===== config.mk =====
export PLATFORM = sky130hd
export DESIGN_NAME = mtc_counters
export DESIGN_NICKNAME = d
export VERILOG_FILES = /design/src/shared/mtc_pkg.sv /design/src/rtl/mtc_channel.sv /design/src/rtl/mtc_counters.sv
export SDC_FILE = /design/constraint.sdc
export NUM_CORES = 1
export LEC_CHECK = 0
export ABC_AREA = 1
export ABC_CLOCK_PERIOD_IN_PS = 2800
export BUFFER_PORTS_ARGS = -buffer_cell sky130_fd_sc_hd__buf_2
export CELL_PAD_IN_SITES_DETAIL_PLACEMENT = 0
export CELL_PAD_IN_SITES_GLOBAL_PLACEMENT = 1
export CORE_ASPECT_RATIO = 1.1
export CORE_MARGIN = 3
export CORE_UTILIZATION = 41
export CTS_BUF_LIST = sky130_fd_sc_hd__clkbuf_4
export DETAILED_ROUTE_END_ITERATION = 8
export PLACE_DENSITY_LB_ADDON = 0.2
export SETUP_SLACK_MARGIN = 0.4
export SLEW_MARGIN = 10
export SYNTH_ARGS = -nofsm -noshare
export SYNTH_HDL_FRONTEND = slang
export SYNTH_SLANG_ARGS = --single-unit
export TNS_END_PERCENT = 30

===== constraint.sdc =====
create_clock -name clock_i -period 2.8 [get_ports clock_i]
set_input_delay 0.56 -clock clock_i [delete_from_list [all_inputs] [get_ports clock_i]]
set_output_delay 0.56 -clock clock_i [all_outputs]
set_load 0.02 [all_outputs]

===== src/shared/mtc_pkg.sv =====
/*
 * mtc_pkg: constants and carrier types for the five-channel timer counters.
 * Assumes a register port with word index addressing and 16-bit data.
 */
package mtc_pkg;

	localparam int CHANNELS = 5;
	localparam int CNT_W = 16;
	localparam int ADDR_W = 4;

	// register indices, one per channel counter, then control words
	localparam logic [3:0] REG_CNT0 = 4'h0;
	localparam logic [3:0] REG_CTRL = 4'h5;
	localparam logic [3:0] REG_DIRECTION = 4'h6;

	localparam logic [15:0] CNT_RESET = 16'h0000;
	localparam logic [15:0] CNT_ONE = 16'h0001;

	// control register fields
	localparam int CTRL_RUN_LSB = 0;
	localparam int CTRL_CLEAR_LSB = 5;
	localparam int CTRL_PHASE_BIT = 10;
	localparam int CTRL_CASCADE_BIT = 11;
	localparam int CTRL_CPWM_BIT = 12;

	typedef enum logic [1:0] {
		MTC_DIR_UP = 2'b00,
		MTC_DIR_DOWN = 2'b01
	} mtc_dir_t;

	typedef struct packed {
		logic                wr;
		logic                rd;
		logic [ADDR_W-1:0]   addr;
		logic [CNT_W-1:0]    wdata;
	} mtc_req_t;

	// packed from the top bit down: bit 12 first, run field in bits 4:0
	typedef struct packed {
		logic                cpwm_mode;
		logic                cascade_mode;
		logic                phase_mode;
		logic [CHANNELS-1:0] clear_on_match;
		logic [CHANNELS-1:0] run;
	} mtc_ctrl_t;

endpackage


===== src/rtl/mtc_channel.sv =====
/*
 * mtc_channel: one 16-bit channel counter with compare-match clearing.
 * Assumes count_en and count_down come from logic on the same clock.
 */
`timescale 1ns/1ps
module mtc_channel #(
	parameter int WIDTH = 16
) (
	// clock and reset
	input  wire logic             clock_i,
	input  wire logic             rst_i,
	// control
	input  wire logic             hold_zero_i,
	input  wire logic             count_en_i,
	input  wire logic             count_down_i,
	input  wire logic             clear_on_match_i,
	input  wire logic [WIDTH-1:0] compare_i,
	// software write
	input  wire logic             wr_i,
	input  wire logic [WIDTH-1:0] wdata_i,
	// state
	output logic      [WIDTH-1:0] count_o,
	output logic                  match_o
);

	assign match_o = (count_o == compare_i);

	// clear happens on the count edge leaving the matching state
	always_ff @(posedge clock_i)
	begin
		if (rst_i || hold_zero_i)
			count_o <= mtc_pkg::CNT_RESET;
		else if (wr_i)
			count_o <= wdata_i;
		else if (count_en_i && clear_on_match_i && match_o)
			count_o <= mtc_pkg::CNT_RESET;
		else if (count_en_i && count_down_i)
			count_o <= count_o - mtc_pkg::CNT_ONE;
		else if (count_en_i)
			count_o <= count_o + mtc_pkg::CNT_ONE;
	end

endmodule // mtc_channel


===== src/rtl/mtc_counters.sv =====
/*
 * mtc_counters: five 16-bit channel counters of a multifunction timer unit.
 * Assumes a one-cycle strobe register port and the peripheral clock.
 */
// The implementer's own choices: the plain strobed port and the register offsets.
// What this block does
// - five channel counters, one per timer channel, each sixteen bits wide
// - power-on reset and standby force every channel counter to zero
// - manual reset leaves every channel counter unchanged
// - channels 1 and 2 count down only in phase or cascade mode
// - channels 3 and 4 count down only in complementary PWM mode
// - compare-match clear happens in the last state equal to compare
// - with compare N an up-counting channel's count period spans N+1 states
// - with clear on match and counting up, the count period rate is the tick_i rate divided by compare value plus one
`timescale 1ns/1ps
module mtc_counters #(
	parameter int CHANNELS = mtc_pkg::CHANNELS,
	parameter int WIDTH = mtc_pkg::CNT_W
) (
	// clock and resets
	input  wire logic                      clock_i,
	input  wire logic                      rst_i,
	input  wire logic                      manual_rst_i,
	input  wire logic                      standby_i,
	// register port
	input  wire logic [mtc_pkg::ADDR_W-1:0] addr_i,
	input  wire logic [WIDTH-1:0]          wdata_i,
	input  wire logic                      wr_i,
	input  wire logic                      rd_i,
	output logic      [WIDTH-1:0]          rdata_o,
	// compare values and count ticks from the mode logic
	input  wire logic [CHANNELS*WIDTH-1:0] compare_i,
	input  wire logic [CHANNELS-1:0]       tick_i,
	input  wire logic [CHANNELS-1:0]       down_req_i,
	// state
	output logic      [CHANNELS-1:0]       match_o,
	output logic      [CHANNELS-1:0]       down_o
);

	////////////////////////////////////////////////////////////////////////
	mtc_pkg::mtc_req_t  req;
	mtc_pkg::mtc_ctrl_t ctrl;
	logic [WIDTH-1:0]            count [CHANNELS];
	logic [CHANNELS-1:0]         match;
	logic [CHANNELS-1:0]         dir_down;
	logic [CHANNELS-1:0]         count_en;
	logic [CHANNELS-1:0]         wr_ch;
	logic [WIDTH-1:0]            next_rdata;

	assign req = '{wr: wr_i, rd: rd_i, addr: addr_i, wdata: wdata_i};

	////////////////////////////////////////////////////////////////////////
	// control register; manual reset leaves it and counters alone
	always_ff @(posedge clock_i)
	begin
		if (rst_i)
			ctrl <= '0;
		else if (req.wr && req.addr == mtc_pkg::REG_CTRL)
			ctrl <= req.wdata[mtc_pkg::CTRL_CPWM_BIT:0];
	end

	////////////////////////////////////////////////////////////////////////
	// direction per channel
	always_comb
	begin
		dir_down = '0;
		dir_down[0] = 1'b0;
		dir_down[1] = down_req_i[1] && (ctrl.phase_mode || ctrl.cascade_mode);
		dir_down[2] = down_req_i[2] && (ctrl.phase_mode || ctrl.cascade_mode);
		dir_down[3] = down_req_i[3] && ctrl.cpwm_mode;
		dir_down[4] = down_req_i[4] && ctrl.cpwm_mode;
	end

	////////////////////////////////////////////////////////////////////////
	// five counters
	genvar g;
	generate
		for (g = 0; g < CHANNELS; g++)
		begin : g_ch
			assign count_en[g] = ctrl.run[g] && tick_i[g];
			assign wr_ch[g] = req.wr &&
				(req.addr == mtc_pkg::REG_CNT0 + 4'(g));
			mtc_channel #(
				.WIDTH(WIDTH)
			) u_ch (
				.clock_i         (clock_i),
				.rst_i           (rst_i),
				.hold_zero_i     (standby_i),
				.count_en_i      (count_en[g]),
				.count_down_i    (dir_down[g]),
				.clear_on_match_i(ctrl.clear_on_match[g]),
				.compare_i       (compare_i[g*WIDTH +: WIDTH]),
				.wr_i            (wr_ch[g]),
				.wdata_i         (req.wdata),
				.count_o         (count[g]),
				.match_o         (match[g])
			);
		end
	endgenerate

	////////////////////////////////////////////////////////////////////////
	// read mux, data one cycle after strobe
	always_comb
	begin
		next_rdata = '0;
		if (req.addr < mtc_pkg::REG_CTRL)
			next_rdata = count[req.addr[2:0]];
		else if (req.addr == mtc_pkg::REG_CTRL)
			next_rdata = WIDTH'(ctrl);
		else if (req.addr == mtc_pkg::REG_DIRECTION)
			next_rdata = WIDTH'(dir_down);
	end

	always_ff @(posedge clock_i)
	begin
		if (rst_i)
			rdata_o <= '0;
		else if (req.rd)
			rdata_o <= next_rdata;
		else
			rdata_o <= '0;
	end

	always_ff @(posedge clock_i)
	begin
		if (rst_i)
		begin
			match_o <= '0;
			down_o <= '0;
		end
		else
		begin
			match_o <= match;
			down_o <= dir_down;
		end
	end

	////////////////////////////////////////////////////////////////////////
	// checks
	property p_zero_on_standby;
		@(posedge clock_i) disable iff (rst_i)
		standby_i |=> (count[0] == '0 && count[4] == '0);
	endproperty
	a_zero_on_standby: assert property (p_zero_on_standby)
		else $error("counter not zero in standby");

	property p_zero_after_reset;
		@(posedge clock_i) $rose(rst_i) |=> (count[1] == '0);
	endproperty
	a_zero_after_reset: assert property (p_zero_after_reset)
		else $error("counter not cleared by reset");

	property p_manual_holds;
		@(posedge clock_i) disable iff (rst_i)
		(manual_rst_i && !standby_i && !count_en[2] && !wr_ch[2])
			|=> $stable(count[2]);
	endproperty
	a_manual_holds: assert property (p_manual_holds)
		else $error("manual reset changed counter");

	property p_ch0_up;
		@(posedge clock_i) disable iff (rst_i)
		(count_en[0] && !standby_i && !wr_ch[0] && !(ctrl.clear_on_match[0]
			&& match[0])) |=> count[0] == $past(count[0]) + 16'h0001;
	endproperty
	a_ch0_up: assert property (p_ch0_up)
		else $error("channel 0 did not count up");

	property p_ch1_dir;
		@(posedge clock_i) disable iff (rst_i)
		dir_down[1] |-> (ctrl.phase_mode || ctrl.cascade_mode);
	endproperty
	a_ch1_dir: assert property (p_ch1_dir)
		else $error("channel 1 down outside phase or cascade");

	property p_ch3_dir;
		@(posedge clock_i) disable iff (rst_i)
		(dir_down[3] || dir_down[4]) |-> ctrl.cpwm_mode;
	endproperty
	a_ch3_dir: assert property (p_ch3_dir)
		else $error("channel 3 or 4 down outside complementary mode");

	property p_match_clear;
		@(posedge clock_i) disable iff (rst_i)
		(count_en[2] && ctrl.clear_on_match[2] && match[2] && !wr_ch[2]
			&& !standby_i) |=> count[2] == '0;
	endproperty
	a_match_clear: assert property (p_match_clear)
		else $error("no clear after compare match");

	property p_read_once;
		@(posedge clock_i) disable iff (rst_i)
		!req.rd |=> rdata_o == '0;
	endproperty
	a_read_once: assert property (p_read_once)
		else $error("read data outside read cycle");

	c_clear: cover property (@(posedge clock_i) disable iff (rst_i)
		count_en[2] && ctrl.clear_on_match[2] && match[2]);
	c_down: cover property (@(posedge clock_i) disable iff (rst_i)
		count_en[3] && dir_down[3]);
	c_standby: cover property (@(posedge clock_i) disable iff (rst_i)
		standby_i);

endmodule // mtc_counters


---- Word level (Yosys, flattened, before mapping) ----
Index checks and enable logic that the tools add are counted.
operators by class
  magnitude comparators ................... 2
  add/subtract/negate cells ............... 9
  reductions and logical operators ........ 38
  multiplexer cells ....................... 25
  bitwise logic cells ..................... 2
  eq/ne operators ......................... 11
operators with widths
  cell                   count
  $mux 16                22
  $add 16x1->16 const B  5
  $eq 16x16->1           5
  $sub 16x1->16 const B  4
  $bmux 16 s3            1
  $logic_and 1x1->1      29
  $reduce_bool 4->1      4
  $mux 13                1
  $eq 4x3->1 const B     3
  $eq 4x2->1 const B     2
  $mux 5                 1
  $eq 4x1->1 const B     1
  $ge 4x4->1 const B     1
  $logic_not 4->1        1
  $lt 4x3->1 const B     1
  $not 3->4              1
  $reduce_bool 3->1      1
  $logic_or 1x1->1       2
  $reduce_or 2->1        1
  $not 1->1              1
storage, ports and cells
  register bits ........................... 119
  output and inout bits ................... 26
  bits of input ports ..................... 116
  logic and storage cells ................. 101

---- Depth between registers and ports, before layout ----
  word-level depth ........................ 6
  mapped depth ............................ 17
  mapped depth without buffers ............ 16

---- By module ----
A second synthesis with hierarchy kept.
second synthesis, totals
  cells, all modules ...................... 2012
  area total of the unflattened synthesis .. 11497.3 µm²
modules (own cells, without submodules)
  module        cells each  sequential area each (µm²)  area an instance (µm²)  times used
  mtc_channel   327         320.3                       1860.5                  5
  mtc_counters  377         760.7                       2194.6                  1

---- Worst setup path before layout ----
Ideal clock, no wire load.
  kind .................................... input to register
  from .................................... input port tick_i[1]
  to ...................................... register g_ch[1].u_ch.count_o[4]
  buffers on the path ..................... 1
  required time ........................... 2667 ps
  library setup time ...................... 133 ps
  arrival ................................. 2092 ps
  setup slack ............................. 575 ps
  stages on the path ...................... 15
  path through ............................ nand2_1 > inv_2 > nand3_2 > buf_2 > nand2_1 > nand2_1 > inv_1 > ha_1 > inv_1 > nand2_1 > inv_1 > o21ai_1 > or2_2 > nand3_1 > a31oi_1
on the way
  longest elaborated chain between the ends .. 5
  elaborated cells on any way between the ends .. 8
  classes of those cells .................. mux (3); reduce/logical (5)
RTL lines
  what                                                 line                                  source
  start, declared                                      mtc_counters.sv:33                    input wire logic [CHANNELS-1:0] tick_i,
  $logic_and 1x1->1 (*)                                mtc_counters.sv:80                    assign count_en[g] = ctrl.run[g] && tick_i[g];
  $logic_and 1x1->1, on equally long branches          mtc_channel.sv:37, mtc_channel.sv:35
  $mux 16 / $logic_and 1x1->1 (equally long branches)  mtc_channel.sv:37, mtc_channel.sv:35
  $mux 16                                              mtc_channel.sv:35                     else if (count_en_i && clear_on_match_i && match_o)
  $mux 16                                              mtc_channel.sv:33                     else if (wr_i)
  end signal, assigned                                 mtc_channel.sv:34                     count_o <= wdata_i;
  end signal, assigned                                 mtc_channel.sv:36                     count_o <= mtc_pkg::CNT_RESET;
  end signal, assigned                                 mtc_channel.sv:38                     count_o <= count_o - mtc_pkg::CNT_ONE;
  end, declared                                        mtc_channel.sv:22                     output logic [WIDTH-1:0] count_o,
Mark *: on every way between the ends. The rest lies on a longest branch, timed or not.
A chain may end at the register's enable or synchronous reset.

---- Worst setup path after layout ----
  from .................................... register ctrl[10] (netlist name)
  to ...................................... register g_ch[1].u_ch.count_o[15]
on the way
  longest elaborated chain between the ends .. 6
  elaborated cells on any way between the ends .. 7
  classes of those cells .................. mux (3); reduce/logical (4)
RTL lines
  what                    line                source
  start, declared         mtc_counters.sv:42  mtc_pkg::mtc_ctrl_t ctrl;
  start signal, assigned  mtc_counters.sv:59  ctrl <= req.wdata[mtc_pkg::CTRL_CPWM_BIT:0];
  $logic_or 1x1->1 (*)    mtc_counters.sv:68  dir_down[1] = down_req_i[1] && (ctrl.phase_mode || ctrl.cascade_mode);
  $logic_and 1x1->1 (*)   mtc_counters.sv:68
  $logic_and 1x1->1 (*)   mtc_channel.sv:37   else if (count_en_i && count_down_i)
  $mux 16                 mtc_channel.sv:37
  $mux 16                 mtc_channel.sv:35
  $mux 16                 mtc_channel.sv:33
Marked as above.

==> results.md <==
* Setup CP Type: reg2reg
* Placed standard-cell area at 0.0112 mm2
* Routability cong. at 0.949
* Final core occ at 48.5%
* Cells after Synth at 1689
* Worst-margin pin slew at 1030 ps
* CP max stage cell: dfxtp_1
* Final instance area at 0.0116 mm2
* Final Net Count at 1969
* Initial antenna violation count at 2
* Post-Place Setup Slack at 214 ps
* Crit end category: register
* Via density at 5.38
* Clock buffer depth at 2
* Worst endpoint required time at 3270 ps
* Share of layout cells above drive strength 1 at 14.7%
* CTS tree: yes
* Delay-heaviest family, CP: simple AND/OR/NAND/NOR gates
* Starting density of the core at 42.0%
* Reg clk slew, reported paths at 110 ps
* Max-Cap Viols at 0
* Yosys reg bits at 118
* Port-buffer cells at 138
* Total power at 3.54 mW
* H-tree levels at 4
* Final worst slack at 550 ps
* Outcome: complete, no violations
* CP Buf/Inv Count at 3
* Cell mode on critical path: nand3_1
* IO Pins at 142
* Fin crit share at 80.4%
* Hold wc startpoint: down_req_i[4]
* Total grt overflow at 0
* Die Y at 170 um
* Final min period at 2250 ps
* Detailed-route via count at 11.6k
* Worst-path fanout max at 9
* RSZ-0062 raised after global routing: true
* DRC viols at 0
* Hold Fails Final Rpt at 0
* TNS Setup at 0 ps
* YS warnings at 0
* Post-route ant nets at 0
* Worst hold path endpoint: down_o[4]$_SDFF_PP0_
* Routed wire length at 39.3 mm
* Layout Skew at 28.5 ps
* Die X at 155 um
* Reg2reg end: g_ch[1].u_ch.count_o[15]$_SDFFE_PP0P_
* Mapped Nets at 1814
* First-pass GRT wire length at 60.7 mm
* Reg-to-reg startpoint: ctrl[10]$_SDFFE_PP0P_
* Avg Synthesized Cell Area at 5.95 um2
* Reg-to-reg slack, setup at 550 ps
* Main synth FF type: dfxtp_1
* Total die area at 0.0264 mm2
* # fillers at 2599
* Clk Latency, worst-skew pair at 560 ps
* Worst VDD drop at 0.186 mV
* Synthesized area at 0.0100 mm2
* Final hold slack at 322 ps
* CTS sink count at 118
* Lkg Pwr at 5.08 nW
* Iteration count of the initial detailed-routing pass at 5
* WL/cell at 18.2 um
* Dpl hpwl at 30.1 mm
* Register area share after synthesis at 23.5%
* Max Slew Vio Count at 0
* Netlist cell types at 44
* Hold Path Cell Cnt at 3
* Highest clock rate at 0.444 GHz
* Pwr per Cell Area at 306 mW/mm2
* CTS Hold Bufs at 0
* Worst setup SP type: register
* Vias in the first global route at 11.0k
* Core Area at 0.0239 mm2
* CP cell instances: inv_1 > nand2_2 > nand2_1 > nor2_4 > buf_4 > ha_1 > nand3_1 > nor2_1 > inv_1 > nor2_1 > nand2_1 > nand3_1 > nand3_1 > a21oi_1
* CTS Buf Count at 17
* Worst hold path class: in2reg
* Post-synth EDFFs at 0
* Slowest Stage Delay on Critical Path at 400 ps
* Cells on worst reg2reg path at 14
* Final non-filler cell total at 2163
* CP arrival at 2720 ps
* Total global-route track usage at 29.4%
* Asr flop ratio synth at 0%
* Area Growth Syn to Fin at 15.4%
* Rows at 59
* Root Driver: clkbuf_4
* Rel. slew slack at 31.3%
* # setup viols final at 0
* Largest net degree at the start of global routing at 39
* DR iter-0 viols at 981
* Placed Instances at 2121
==> layout by cell type (no fill, tap or decap), types with 34 or more instances in the layout <==
| cell type | synthesis | layout |
|---|---|---|
| dfxtp_1 | 118 | 114 |
| o22ai_1 | 44 | 44 |
| a21oi_1 | 70 | 70 |
| nor2_1 | 177 | 175 |
| nand2_1 | 495 | 495 |
| a31oi_1 | 39 | 39 |
| buf_4 | 5 | 41 |
| o21ai_0 | 47 | 47 |
| inv_1 | 243 | 242 |
| nand3_1 | 127 | 127 |
| xnor2_1 | 62 | 62 |
| a41oi_1 | 34 | 34 |
| buf_2 | 15 | 138 |
| xor2_1 | 35 | 34 |
==> synth_stat cells, types with 34 or more instances <==
master / instances / area [um2]
inv_1: 243 / 912
dfxtp_1: 118 / 2360
xnor2_1: 62 / 543
a41oi_1: 34 / 298
xor2_1: 35 / 307
o21ai_0: 47 / 235
o22ai_1: 44 / 275
nand3_1: 127 / 636
nor2_1: 177 / 664
a31oi_1: 39 / 244
nand2_1: 495 / 1860
a21oi_1: 70 / 350
==> registers in the layout (all words and copies together) (netlist names) <==
| register | flops |
|---|---|
| ctrl | 13 |
| down_o | 4 |
| match_o | 5 |
| g_ch.u_ch.count_o | 80 |
| rdata_o | 16 |
==> timing repair <==
item / in CTS / in global routing
gates resized for setup: 0 / 14
buffers inserted: 0 / 9
setup endpoints to repair: 0 / 33
==> logic make-up after synthesis <==
logic type / Yosys count / share of synthesized area, %
AND/OR/NAND/NOR: 880 / 36.9
buffers and inverters: 304 / 11.9
AO/OA/AOI/OAI: 274 / 17.1
flip-flops: 118 / 23.5
XOR/XNOR: 103 / 9.43
adder cells (fa/ha/maj): 9 / 1.12
other: 1 / 0.0373
==> power by group <==
group,internal [mW],leakage (nW),total [mW],switching [mW]
logic,0.154,3.97,0.428,0.274
clock network,0.680,0.156,1.41,0.725
registers,1.69,0.954,1.71,0.0180
==> worst min-delay path, cell delays in order <==
cell	delay (ps)
buf_2	90
nand2_2	90
nor2_1	90
==> how the worst max path moves through the flow <==
stage | from | slack (ps) | end | depth (start not counted)
after detailed placement | tick_i[1] | 210 | g_ch[1].u_ch.count_o[12]$_SDFFE_PP0P_ | 17
after CTS | ctrl[1]$_SDFFE_PP0P_ | 430 | g_ch[1].u_ch.count_o[12]$_SDFFE_PP0P_ | 16
after floorplan | tick_i[1] | 580 | g_ch[1].u_ch.count_o[4]$_SDFFE_PP0P_ | 15
after global placement | tick_i[1] | 230 | g_ch[1].u_ch.count_o[12]$_SDFFE_PP0P_ | 17
after global routing | ctrl[10]$_SDFFE_PP0P_ | 330 | g_ch[1].u_ch.count_o[15]$_SDFFE_PP0P_ | 14
final | ctrl[10]$_SDFFE_PP0P_ | 550 | g_ch[1].u_ch.count_o[15]$_SDFFE_PP0P_ | 14
==> final cells by class <==
type / instances / area, um2 / share of cell area, %
antenna: 2 / 5.00 / 0.0432
multi-input combinational: 1267 / 6540 / 56.4
sequential: 118 / 2370 / 20.4
inverter: 259 / 975 / 8.41
clock inverter: 14 / 165 / 1.42
timing repair buffer: 181 / 1040 / 8.96
tap: 305 / 382 / 3.29
clock buffer: 17 / 128 / 1.10
==> layer usage <==
| metal | GRT usage [%] | up-vias | wire length, um |
|---|---|---|---|
| li1 | - | 5819 | - |
| met1 | 40.0 | 5300 | 16900 |
| met2 | 47.8 | 449 | 18000 |
| met3 | 4.04 | 72 | 3070 |
| met4 | 10.7 | 0 | 1390 |
| met5 | 0 | - | 0 |
No activity file was read; power rests on OpenSTA's default activity.
